## src/bmdr_pkg.sv

```systemverilog
package bmdr_pkg;
   // ---------------------------------------------------------------
   // Opcode layout
   // ---------------------------------------------------------------
   localparam logic [6:0] OP_HI7_BW = 7'h5D;     // 1011101 then size bit
   localparam logic [7:0] OP_HI8_LONG = 8'hB9;   // 10111001
   localparam logic [3:0] OP_LO_REPEAT = 4'h9;   // 1001
   localparam logic [3:0] NIB_ZERO = 4'h0;
   localparam int SIZE_BIT = 8;
   localparam logic SIZE_WORD = 1'b1;
   // ---------------------------------------------------------------
   // Element sizes and counts
   // ---------------------------------------------------------------
   localparam logic [31:0] STEP_BYTE = 32'h0000_0001;
   localparam logic [31:0] STEP_WORD = 32'h0000_0002;
   localparam logic [31:0] STEP_LONG = 32'h0000_0004;
   localparam logic [15:0] CNT_ONE = 16'h0001;
   localparam logic [15:0] CNT_ZERO = 16'h0000;
   localparam logic [15:0] ADDR16_MASK = 16'hFFFF;
   typedef enum logic [1:0] {SZ_BYTE = 2'b00, SZ_WORD = 2'b01, SZ_LONG = 2'b10} bmdr_size_t;
   typedef enum logic [1:0] {ST_IDLE = 2'b00, ST_READ = 2'b01, ST_WRITE = 2'b10, ST_DONE = 2'b11}
      bmdr_state_t;
endpackage

```

## src/bmdr_seq.sv

```systemverilog
`timescale 1ns/1ps
`default_nettype none
// Summary of operation
// Each pass reads source element and writes it to destination address.
// Pointers drop by 1, 2 or 4 after every transfer.
// Counter drops by exactly one per transfer, whatever the size.
// Repeat until the decremented counter reaches zero.
// One to 65,536 elements per instruction.
// A starting count of zero moves 65,536 elements.
// Software keeps pointer and counter registers distinct, non-overlapping.
// Overlaps: start high; destination may not exceed source by element.
// Long form: B9, Rs nonzero, 1001; second word 0, r, Rd, 0.
// Size bit in first byte picks word (1) or byte (0).
// On completion set overflow; other flags untouched.
// Pointers are 16 bits in compact mode, 32 bits otherwise.
module bmdr_seq
   import bmdr_pkg::*;
(
   input wire logic CLK,           // Processor clock
   input wire logic NRST,          // Async reset, active low
   input wire logic START,         // Pulse: opcode and operands valid
   input wire logic [15:0] OPW1,   // First instruction word
   input wire logic [15:0] OPW2,   // Second word (long form)
   input wire logic COMPACT,       // Compact address mode
   input wire logic [31:0] SRC_IN, // Source pointer value
   input wire logic [31:0] DST_IN, // Destination pointer value
   input wire logic [15:0] CNT_IN, // Counter register value
   input wire logic [31:0] RDATA,  // Memory read data
   input wire logic MEM_ACK,       // Memory cycle done
   output logic MEM_RD,            // Read request level
   output logic MEM_WR,            // Write request level
   output logic [31:0] MEM_ADDR,   // Memory address
   output logic [31:0] WDATA,      // Write data
   output logic [1:0] MEM_SIZE,    // Element size code
   output logic [31:0] SRC_OUT,    // Updated source pointer
   output logic [31:0] DST_OUT,    // Updated destination pointer
   output logic [15:0] CNT_OUT,    // Updated counter
   output logic BUSY,              // Instruction in progress
   output logic DONE,              // Pulse: finished, write back
   output logic FLAG_V,            // Overflow flag value
   output logic ILLEGAL            // Pulse: opcode rejected
);
   // ---------------------------------------------------------------
   // Decode
   // ---------------------------------------------------------------
   function automatic logic [31:0] step_of(input bmdr_size_t s);
      unique case (s)
         SZ_BYTE: step_of = STEP_BYTE;
         SZ_WORD: step_of = STEP_WORD;
         default: step_of = STEP_LONG;
      endcase
   endfunction

   logic is_long;
   logic is_bw;
   logic legal;
   bmdr_size_t dec_size;
   always_comb
   begin
      is_long = OPW1[15:8] == OP_HI8_LONG && OPW1[7:4] != NIB_ZERO
         && OPW1[3:0] == OP_LO_REPEAT && OPW2[15:12] == NIB_ZERO
         && OPW2[7:4] != NIB_ZERO && OPW2[3:0] == NIB_ZERO;
      is_bw = OPW1[15:9] == OP_HI7_BW && OPW1[7:4] != NIB_ZERO
         && OPW1[3:0] == OP_LO_REPEAT;
      legal = is_long || is_bw;
      if (is_long)
         dec_size = SZ_LONG;
      else if (OPW1[SIZE_BIT] == SIZE_WORD)
         dec_size = SZ_WORD;
      else
         dec_size = SZ_BYTE;
   end

   // ---------------------------------------------------------------
   // Sequencer
   // ---------------------------------------------------------------
   bmdr_state_t state_q;
   bmdr_size_t size_q;
   logic compact_q;
   logic [31:0] src_q;
   logic [31:0] dst_q;
   logic [15:0] cnt_q;
   logic [15:0] cnt_d;
   logic [31:0] src_d;
   logic [31:0] dst_d;
   logic last;

   always_comb
   begin
      cnt_d = cnt_q - CNT_ONE;
      src_d = src_q - step_of(size_q);
      dst_d = dst_q - step_of(size_q);
      if (compact_q)
      begin
         src_d[31:16] = CNT_ZERO;
         dst_d[31:16] = CNT_ZERO;
      end
      last = cnt_d == CNT_ZERO;
   end

   always_ff @(posedge CLK or negedge NRST)
   begin
      if (!NRST)
         state_q <= ST_IDLE;
      else
         unique case (state_q)
            ST_IDLE: if (START && legal) state_q <= ST_READ;
            ST_READ: if (MEM_ACK) state_q <= ST_WRITE;
            ST_WRITE: if (MEM_ACK) state_q <= last ? ST_DONE : ST_READ;
            ST_DONE: state_q <= ST_IDLE;
         endcase
   end

   // Operand capture; a zero counter wraps so 65,536 elements move
   always_ff @(posedge CLK or negedge NRST)
   begin
      if (!NRST)
      begin
         size_q <= SZ_BYTE;
         compact_q <= 1'b0;
         src_q <= STEP_BYTE ^ STEP_BYTE;
         dst_q <= STEP_BYTE ^ STEP_BYTE;
         cnt_q <= CNT_ZERO;
      end
      else if (state_q == ST_IDLE && START && legal)
      begin
         size_q <= dec_size;
         compact_q <= COMPACT;
         src_q <= COMPACT ? {16'h0000, SRC_IN[15:0] & ADDR16_MASK} : SRC_IN;
         dst_q <= COMPACT ? {16'h0000, DST_IN[15:0] & ADDR16_MASK} : DST_IN;
         cnt_q <= CNT_IN;
      end
      else if (state_q == ST_WRITE && MEM_ACK)
      begin
         src_q <= src_d;
         dst_q <= dst_d;
         cnt_q <= cnt_d;
      end
   end

   // ---------------------------------------------------------------
   // Registered outputs
   // ---------------------------------------------------------------
   always_ff @(posedge CLK or negedge NRST)
   begin
      if (!NRST)
      begin
         MEM_RD <= 1'b0;
         MEM_WR <= 1'b0;
         MEM_ADDR <= 32'h0000_0000;
         WDATA <= 32'h0000_0000;
         MEM_SIZE <= SZ_BYTE;
         BUSY <= 1'b0;
      end
      else
      begin
         MEM_RD <= (state_q == ST_IDLE && START && legal)
            || (state_q == ST_WRITE && MEM_ACK && !last)
            || (state_q == ST_READ && !MEM_ACK);
         MEM_WR <= (state_q == ST_READ && MEM_ACK) || (state_q == ST_WRITE && !MEM_ACK);
         if (state_q == ST_IDLE && START && legal)
            MEM_ADDR <= COMPACT ? {16'h0000, SRC_IN[15:0]} : SRC_IN;
         else if (state_q == ST_READ && MEM_ACK)
            MEM_ADDR <= dst_q;
         else if (state_q == ST_WRITE && MEM_ACK)
            MEM_ADDR <= src_d;
         if (state_q == ST_READ && MEM_ACK)
            WDATA <= RDATA;
         if (state_q == ST_IDLE && START && legal)
            MEM_SIZE <= dec_size;
         BUSY <= (state_q == ST_IDLE && START && legal)
            || (state_q != ST_IDLE && state_q != ST_DONE);
      end
   end

   always_ff @(posedge CLK or negedge NRST)
   begin
      if (!NRST)
      begin
         SRC_OUT <= 32'h0000_0000;
         DST_OUT <= 32'h0000_0000;
         CNT_OUT <= CNT_ZERO;
         DONE <= 1'b0;
         FLAG_V <= 1'b0;
         ILLEGAL <= 1'b0;
      end
      else
      begin
         DONE <= state_q == ST_WRITE && MEM_ACK && last;
         ILLEGAL <= state_q == ST_IDLE && START && !legal;
         if (state_q == ST_WRITE && MEM_ACK)
         begin
            SRC_OUT <= src_d;
            DST_OUT <= dst_d;
            CNT_OUT <= cnt_d;
         end
         // Only V is produced here; the flag file keeps C, Z, S, D, H
         if (state_q == ST_WRITE && MEM_ACK && last)
            FLAG_V <= 1'b1;
         else if (state_q == ST_IDLE && START && legal)
            FLAG_V <= 1'b0;
      end
   end
endmodule // bmdr_seq
`default_nettype wire

```

## config.mk

```make
export PLATFORM = sky130hd
export DESIGN_NAME = bmdr_seq
export DESIGN_NICKNAME = d
export VERILOG_FILES = /design/src/bmdr_pkg.sv /design/src/bmdr_seq.sv
export SDC_FILE = /design/constraint.sdc
export NUM_CORES = 1
export LEC_CHECK = 0
export BUFFER_PORTS_ARGS = -buffer_cell sky130_fd_sc_hd__buf_2
export CAP_MARGIN = 0
export CORE_MARGIN = 3
export CORE_UTILIZATION = 35
export DETAILED_ROUTE_END_ITERATION = 7
export PLACE_DENSITY_LB_ADDON = 0.2
export SLEW_MARGIN = 15
export SYNTH_ARGS = -nofsm -noshare
export SYNTH_HDL_FRONTEND = slang
export SYNTH_SLANG_ARGS = --single-unit
```

## constraint.sdc

```tcl
create_clock -name CLK -period 2.6 [get_ports CLK]
set_input_delay 0.78 -clock CLK [delete_from_list [all_inputs] [get_ports CLK]]
set_output_delay 0.78 -clock CLK [all_outputs]
set_load 0.02 [all_outputs]
```

# Word level (Yosys, flattened, before mapping)
# Cells that the tools add are included.
[word_totals]
regBits = 235
latch_bits = 0
ramBits = 0
romBits = 0
inputBits = 149
out_inout_bits = 152
wordCells = 91
mem_count = 0
[classes]
n_addsub = 3
multipliers = 0
div_mod_pow = 0
n_lt_le_gt_ge = 0
eq_ne = 11
n_shift = 0
muxes = 22
bitwise_logic = 0
reduce_logical = 38
[ops]
columns = ["op", "n"]
rows = [
  ["$mux 32", 8],
  ["$mux 16", 4],
  ["$sub 32x32->32", 2],
  ["$logic_and 1x1->1", 18],
  ["$logic_not 16->1", 1],
  ["$sub 16x1->16 const B", 1],
  ["$mux 2", 5],
  ["$eq 8x8->1 const B", 1],
  ["$logic_not 4->1", 2],
  ["$ne 2x2->1 const B", 4],
  ["$pmux 2 s4", 1],
  ["$reduce_bool 4->1", 2],
  ["$eq 7x7->1 const B", 1],
  ["$pmux 3 s2", 1],
  ["$reduce_bool 2->1", 3],
  ["$logic_or 1x1->1", 5],
  ["$eq 2x1->1 const B", 2],
  ["$eq 2x2->1 const B", 2],
  ["$eq 4x4->1 const B", 1],
  ["$logic_not 2->1", 2],
  ["$logic_not 1->1", 3],
  ["$mux 1", 3],
  ["$reduce_and 3->1", 1],
  ["$reduce_bool 3->1", 1],
]

# Depth between registers and ports, before layout
# Gate-level depths: netlist (run 1).
[logic_depth]
ltp_word = 10
ltp_mapped = 11
mapped_depth_nobuf = 10

# Least setup slack after synthesis (run 1)
# OpenSTA, ideal clock, no wires.
[synth_timing]
path_kind = "input -> register"
start = "in OPW2[5]"
end = "reg MEM_ADDR[21]"
setup_ps = 143
t_arrival_ps = 2557
required_time_ps = 2457
setup_slack_ps = -100
cell_stages = 7
path_buffers = 2
cell_sequence = "or4_1 > a41oi_1 > nor2_1 > nand3_1 > clkbuf_1 > clkbuf_1 > a31oi_1"
[synth_between]
elab_chain_cells = 6
elab_cells_between_ends = 7
classes_between = "1 x mux; 6 x reduce/logical"
[synth_rtl]
columns = ["item", "line_no", "rtl"]
rows = [
  ["from (decl)", "bmdr_seq.sv:23", "input wire logic [15:0] OPW2,"],
  ["$reduce_bool 4->1 (*)", "bmdr_seq.sv:62", "&& OPW2[7:4] != NIB_ZERO && OPW2[3:0] == NIB_ZERO;"],
  ["$logic_and 1x1->1 (*) (2 in series)", "bmdr_seq.sv:62", ""],
  ["$logic_or 1x1->1 (*)", "bmdr_seq.sv:65", "legal = is_long || is_bw;"],
  ["$logic_and 1x1->1 (*)", "bmdr_seq.sv:161", "if (state_q == ST_IDLE && START && legal)"],
  ["$reduce_bool 3->1 (no source line) / $mux 32 (equally long branches)", "n/a", ""],
  ["to (signal assigned)", "bmdr_seq.sv:162", "MEM_ADDR <= COMPACT ? {16'h0000, SRC_IN[15:0]} : SRC_IN;"],
  ["to (signal assigned)", "bmdr_seq.sv:164", "MEM_ADDR <= dst_q;"],
  ["to (signal assigned)", "bmdr_seq.sv:166", "MEM_ADDR <= src_d;"],
  ["to (decl)", "bmdr_seq.sv:32", "output logic [31:0] MEM_ADDR,"],
]
# Mark *: on every way between the ends. The rest lies on a longest branch, timed or not.
# A chain may end at the register's enable or synchronous reset.

==> results of run 1 <==
critical path, cell delays in order, from the launching register on:
cell and delay, ps:
sky130_fd_sc_hd__dfrtp_1 420, sky130_fd_sc_hd__inv_2 130, sky130_fd_sc_hd__nand2_2 80, sky130_fd_sc_hd__ha_1 270, sky130_fd_sc_hd__nand3b_1 190, sky130_fd_sc_hd__nand4_1 170, sky130_fd_sc_hd__or4_4 450, sky130_fd_sc_hd__or3_2 450
sky130_fd_sc_hd__xor2_2 160, sky130_fd_sc_hd__o21ai_1 110
routing by layer:
layer / GRT usage, % / vias up
met5: 0 / -
met4: 5.45 / 4
met3: 4.38 / 63
met2: 34.2 / 387
met1: 32.4 / 5602
li1: - / 5624
cells by family after synthesis:
logic type      count (synthesis)  synth area share (%)
mux                            22                  1.85
compound gates                345                  16.8
fa+ha+maj                      14                  1.54
buf+inv                       123                  3.90
simple gates                  562                  21.8
xor+xnor                       94                  6.65
flops                         235                  47.5
how the worst min path moves through the flow:
stage,from,end,depth (start not counted)
after floorplan,NRST,BUSY,0
after global placement,WDATA[17],WDATA[17],2
after detailed placement,WDATA[27],WDATA[27],2
after CTS,NRST,SRC_OUT[26],1
after global routing,NRST,DST_OUT[28],1
final,NRST,DST_OUT[28],1
state kept, by name, summed over array words and instances, names as in the netlist:
register and count:
FLAG_V 1, MEM_WR 1, MEM_ADDR 32, ILLEGAL 1, CNT_OUT 16, WDATA 32, src_q 32, DONE 1
MEM_SIZE 2, compact_q 1, DST_OUT 32, SRC_OUT 32, BUSY 1, cnt_q 16, state_q 2, dst_q 32
MEM_RD 1
metrics by stage:
stage	power [mW]	cells	hold WS [ps]
detailed placement	13.1	2195	457
finish	17.7	2251	158
global route	18.8	2251	174
CTS	17.7	2248	157
global placement	13.0	2195	453
floorplan	10.2	1395	476
power by group through the flow:
stage	clock network, mW	logic (mW)	registers (mW)
3_5_place_dp	0	7.28	5.82
6_report	4.45	7.43	5.79
5_1_grt	4.72	8.16	5.95
4_1_cts	4.56	7.35	5.77
3_3_place_gp	0	7.19	5.77
2_1_floorplan	0	3.64	6.53
cell usage after synthesis (all sizes together) (4+ instances only):
master  instances  area, um2
nand2b          6       37.5
or4            16        131
nor3           34        186
a21o           19        143
o22ai          15       93.8
nand4          13       87.6
a211oi         10       75.1
inv            19       71.3
nand4b          4       35.0
dfrtp         235       5880
nand2         228        858
a221oi          4       35.0
nor4           28        230
a21oi         119        596
a31oi          22        138
o21ai          90        454
o31ai          11       82.6
or3            18        125
mux2            7       78.8
nor2          139        529
and3            7       43.8
o31a            4       35.0
xnor2          59        517
a22oi           6       45.0
o21a            9       67.6
o211ai          4       30.0
and2            4       25.0
buf            22        104
a22o           11       96.3
clkbuf         82        308
xor2           35        307
mux2i          15        150
ha             12        150
nor2b          17        106
nand3          23        115
or2             9       56.3
final cells by class:
type                    count  area [um2]
inverters                  19        71.3
fillers                  3453       18100
clock inverters            16         285
repair buffers            455        2870
flip-flops and latches    235        5880
multi-input cells        1037        6220
well taps                 455         569
clock buffers              34         754
what timing repair did:
action	CTS	global route
endpoints found under the setup margin	11	49
hold endpoints to repair	0	0
setup buffers	3	3
pin swaps	1	5
hold buffers	0	0
gates resized for setup	4	28
==> results.json, run 1 <==
{
  "setup-violations-final": 0,
  "asyncSetResetFlopFracSynth_pct": 100,
  "timing_worst_setup_path_type": "flop to flop",
  "areaGrowthSynthToFinish_pct": 34.5,
  "initial_core_util_pct": 35.7,
  "worst_skew_pair.late_latency_ps": 560,
  "met2_routed_wirelength_um": 19100,
  "critPathArrivalTime_ps": 2990,
  "final_period_minus_worst_setup_slack_ps": 2520,
  "reg2reg_slack_ps": 80,
  "wl_met1_um": 20100,
  "worst-slew-pin-transition_ps": 885,
  "p_int_mw": 10.6,
  "p_comb_share_pct": 42.0,
  "syn_area_per_cell_um2": 8.88,
  "synth-edff-count": 0,
  "nNetsFinal": 1939,
  "dpl_hpwl_um": 32400,
  "result_of_the_run": "complete, no violations",
  "initialDrtViolationCount": 961,
  "final_area_um2": 16700,
  "overall_die_height_um": 194,
  "power_switching_share_pct": 40.0,
  "power_leakage_nw": 8.06,
  "maxCapViolCount": 0,
  "synth_ff_type": "sky130_fd_sc_hd__dfrtp_1",
  "final_common_cell": "sky130_fd_sc_hd__buf_2",
  "clkPwrFrac_pct": 25.2,
  "post-place-ws_ps": -251,
  "floorplan.rows": 68,
  "fp.coreArea_um2": 34700,
  "critical_path.startpoint_type": "flop",
  "die_area_um2": 37700,
  "remaining_drcs": 0,
  "utilization_pct": 48.0,
  "routed.top_layer": "met5",
  "clkSinkCount": 235,
  "required_time_reported_for_the_critical_path_endpoint_ps": 3070,
  "synth.cell_area_um2": 12400,
  "cp-endpoint": "DST_OUT[15]",
  "via_per_inst": 5.19,
  "vdd_drop_max_mv": 0.644,
  "grt-ovfl-total": 0,
  "drt-wirelength-per-cell_um": 19.1,
  "die_width_um": 194,
  "postPlaceCellArea_um2": 15400,
  "final_cell_mix": "295 x sky130_fd_sc_hd__buf_2, 234 x sky130_fd_sc_hd__dfrtp_1, 225 x sky130_fd_sc_hd__nand2_1",
  "tritoncts": "built",
  "synth_cell_types": 71,
  "timing.hold.worst.class": "primary input to async pin",
  "via_count_of_the_first_global_routing_pass": 11500,
  "dr.pass1.iters": 5,
  "finalCritPeriodShare_pct": 97.1,
  "power.net_switching_mw": 7.06,
  "antenna_found_initial": 2,
  "clkSlewWorstSetupHoldPaths_ps": 60,
  "synth-warning-count": 0,
  "synth-seq-area-share_pct": 47.5,
  "num_vias": 11700,
  "dr_wl_met3_um": 2820,
  "worstRegToRegCells": 9,
  "max_freq_ghz": 0.396,
  "final.setup_skew_ps": 22.4,
  "synthesized_instance_count": 1395,
  "grt_first_pass_wirelength_um": 67300,
  "pnr_worst_setup_slack_ps": 75.3,
  "overall_routing_resource_usage_pct": 22.2,
  "synthesized_flop_and_latch_total": 235,
  "gp_routability_congestion": 0.881,
  "final_hold_viol_count": 0,
  "cp-startpoint": "MEM_SIZE[1]",
  "critPathCaptureType": "flop",
  "ant_nets": 0,
  "num_io_pins": 301,
  "clock_tree.buffer_depth": 3,
  "layout-drive-gt1-share_pct": 31.9,
  "htreeDepth": 1,
  "grt_max_degree": 63,
  "sequentialPowerShare_pct": 32.8,
  "crit-reg2reg-capture": "DST_OUT[15]",
  "final_max_slew_viol_count": 0,
  "number_of_buffers_created_by_cts": 28,
  "crit_path_max_fanout": 4,
  "rsz0062_at_grt": "true",
  "port-buffer-count": 296,
  "cellPowerDensity_nw_per_um2": 1060,
  "rr_startpoint": "MEM_SIZE[1]",
  "slew_headroom_pct": 40.8,
  "diodes": 0,
  "final_setup_tns_ps": 0,
  "cts-root-buf": "sky130_fd_sc_hd__clkbuf_16",
  "synthesis.nets": 1558,
  "wirelength_um": 43000
}
(Power assumes the default switching activity.)
==> run 2, diff against run 1 <==
- ABC_AREA: unset -> 1
==> results.json, run 2 <==
{
  "result_of_the_run": "complete, no violations",
  "regArea_um2": 5880,
  "overall_die_height_um": 194,
  "cp-startpoint": "MEM_SIZE[1]",
  "floorplan.rows": 68,
  "dpl_hpwl_um": 33800,
  "power_switching_share_pct": 45.3,
  "p_comb_share_pct": 47.6,
  "critPathCaptureType": "flop",
  "synth.cell_area_um2": 12300,
  "synth_largest_area_cell": "sky130_fd_sc_hd__dfrtp_1",
  "dr.pass1.iters": 6,
  "clkPwrFrac_pct": 20.4,
  "synth-seq-area-share_pct": 47.7,
  "die_area_um2": 37500,
  "via_count_of_the_first_global_routing_pass": 12400,
  "vdd_drop_max_mv": 0.542,
  "nNetsFinal": 2208,
  "drt-wirelength-per-cell_um": 17.6,
  "worst_skew_pair.late_latency_ps": 550,
  "synth_cell_types": 36,
  "maxCapViolCount": 0,
  "nFillCells": 3517,
  "initialDrtViolationCount": 760,
  "post_synth_most_frequent_cells": "707 x sky130_fd_sc_hd__nand2_1, 235 x sky130_fd_sc_hd__dfrtp_1, 152 x sky130_fd_sc_hd__nor2_1, 131 x sky130_fd_sc_hd__o21ai_0, 118 x sky130_fd_sc_hd__inv_1",
  "num_vias": 12400,
  "final.setup_skew_ps": 17.0,
  "reg2reg_slack_ps": 140,
  "power.net_switching_mw": 8.79,
  "htreeDepth": 1,
  "path_cells": "inv_1 > nand2_1 > inv_1 > fa_2 > nor2_2 > inv_1 > nand2_4 > nor2_4 > nand2_1 > inv_1 > buf_4 > nand2_1 > nand3_1 > nand2_1 > o211ai_1 > nand3_1 > nor2b_1",
  "p_int_mw": 10.6,
  "remaining_drcs": 0,
  "power_leakage_nw": 8.88,
  "timing.hold.worst.class": "primary input to async pin",
  "slew_headroom_pct": 65.4,
  "synthesized_instance_count": 1685,
  "clock_tree.buffer_depth": 3,
  "tritoncts": "built",
  "sequentialPowerShare_pct": 32.0,
  "synth-edff-count": 0,
  "synthMostInstantiatedCell": "sky130_fd_sc_hd__nand2_1",
  "crit-reg2reg-capture": "MEM_ADDR[16]",
  "final_period_minus_worst_setup_slack_ps": 2460,
  "antenna_found_initial": 4,
  "clkSlewWorstSetupHoldPaths_ps": 60,
  "setup-violations-final": 0,
  "layout-drive-gt1-share_pct": 23.7,
  "asyncSetResetFlopFracSynth_pct": 100,
  "synth-warning-count": 0,
  "grt_first_pass_wirelength_um": 69400,
  "worstRegToRegCells": 17,
  "ant_nets": 0,
  "port-buffer-count": 296,
  "number_of_buffers_created_by_cts": 28,
  "crit_path_top_delay_cell": "sky130_fd_sc_hd__fa_2",
  "cellPowerDensity_nw_per_um2": 1210,
  "final_setup_tns_ps": 0,
  "diodes": 0,
  "max_stage_delay_ps": 380,
  "grt-ovfl-total": 0,
  "clkSinkCount": 235,
  "post-synth-top-area-fraction_pct": 47.7,
  "synthesized_flop_and_latch_total": 235,
  "max_freq_ghz": 0.407,
  "synthesis.nets": 1848,
  "via_per_inst": 4.91,
  "final_max_slew_viol_count": 0,
  "crit_path_max_fanout": 3,
  "grt_max_degree": 52,
  "fin_total_pwr_mw": 19.4,
  "num_io_pins": 301,
  "finalCritPeriodShare_pct": 94.6,
  "wirelength_um": 44300,
  "multi_input_comb_area_um2": 5790,
  "required_time_reported_for_the_critical_path_endpoint_ps": 3080,
  "final_cell_mix": "699 x sky130_fd_sc_hd__nand2_1, 295 x sky130_fd_sc_hd__buf_2, 235 x sky130_fd_sc_hd__dfrtp_1",
  "final_hold_viol_count": 0,
  "fp.coreArea_um2": 34600,
  "synth_top_cells_by_area": "sky130_fd_sc_hd__dfrtp_1 48%, sky130_fd_sc_hd__nand2_1 22%, sky130_fd_sc_hd__o21ai_0 5.3%",
  "rr_startpoint": "MEM_SIZE[1]",
  "final_common_cell": "sky130_fd_sc_hd__nand2_1",
  "critical_path.startpoint_type": "flop",
  "die_width_um": 194,
  "timing_worst_setup_path_type": "flop to flop",
  "areaGrowthSynthToFinish_pct": 29.9,
  "critPathArrivalTime_ps": 2940,
  "syn_area_per_cell_um2": 7.31,
  "cp_top_family": "simple AND/OR/NAND/NOR gates",
  "gp_routability_congestion": 0.936,
  "cts-root-buf": "sky130_fd_sc_hd__clkbuf_16",
  "worst-slew-pin-transition_ps": 518,
  "initial_core_util_pct": 35.6,
  "overall_routing_resource_usage_pct": 23.1,
  "synth_ff_type": "sky130_fd_sc_hd__dfrtp_1",
  "cp.buffers_inverters": 5
}
-- run 2: how the worst max path moves through the flow --
stage / endpoint / slack, ps / depth (start not counted)
2_1_floorplan: MEM_ADDR[17] / 370 / 15
3_3_place_gp: MEM_ADDR[28] / -70 / 17
3_5_place_dp: dst_q[27] / -80 / 14
4_1_cts: MEM_ADDR[16] / 20 / 16
5_1_grt: MEM_ADDR[16] / -10 / 16
6_report: MEM_ADDR[16] / 140 / 17
-- run 2: logic make-up after synthesis --
logic type / synth area share (%)
buffers and inverters: 6.27
xor gates and xnor gates: 1.56
and+or+nand+nor: 33.6
adders and majority gates: 1.54
DFF: 47.7
AOI/OAI and AO/OA: 9.23
muxes: 0.0812
-- run 2: power groups by stage --
stage	clock, mW	combinational (mW)	sequential (mW)
floorplan	0	4.69	7.17
global placement	0	9.04	6.21
detailed placement	0	9.15	6.21
CTS	4.06	9.19	6.19
global route	4.23	10.4	6.40
finish	3.95	9.24	6.20
-- run 2: metrics by stage --
step	utilization (%)	instances	area (um2)	worst slack (ps)	hold WS (ps)
global placement	43.2	2469	15000	-74.1	458
detailed placement	43.2	2469	15000	-80.2	460
global route	46.2	2517	16000	-14.0	151
floorplan	-	1685	12300	365	470
finish	46.2	2517	16000	141	142
CTS	45.9	2516	15900	21.6	149
-- run 2: area by class of cell --
class,count,area share [%]
Clock buffer,40,5.17
Clock inverter,7,0.532
Inverter,122,2.86
Multi-Input combinational cell,1260,36.2
Sequential cell,235,36.7
Tap cell,455,3.56
Timing Repair Buffer,398,14.9
-- run 2: what timing repair did --
action                                  4_1_cts  5_1_grt
gates resized for setup                       3       31
hold buffers                                  0        0
pin swaps                                     0        6
buffers inserted                              0        1
endpoints found under the setup margin        3       45
cloned                                        0        0
-- run 2: layer usage --
layer / up-vias / GRT usage, % / routed length [um]
met1: 5770 / 30.2 / 18900
met2: 405 / 39.0 / 20900
met4: 8 / 7.42 / 1440
met3: 67 / 4.41 / 2970
met5: - / 0 / 60
li1: 6101 / - / -
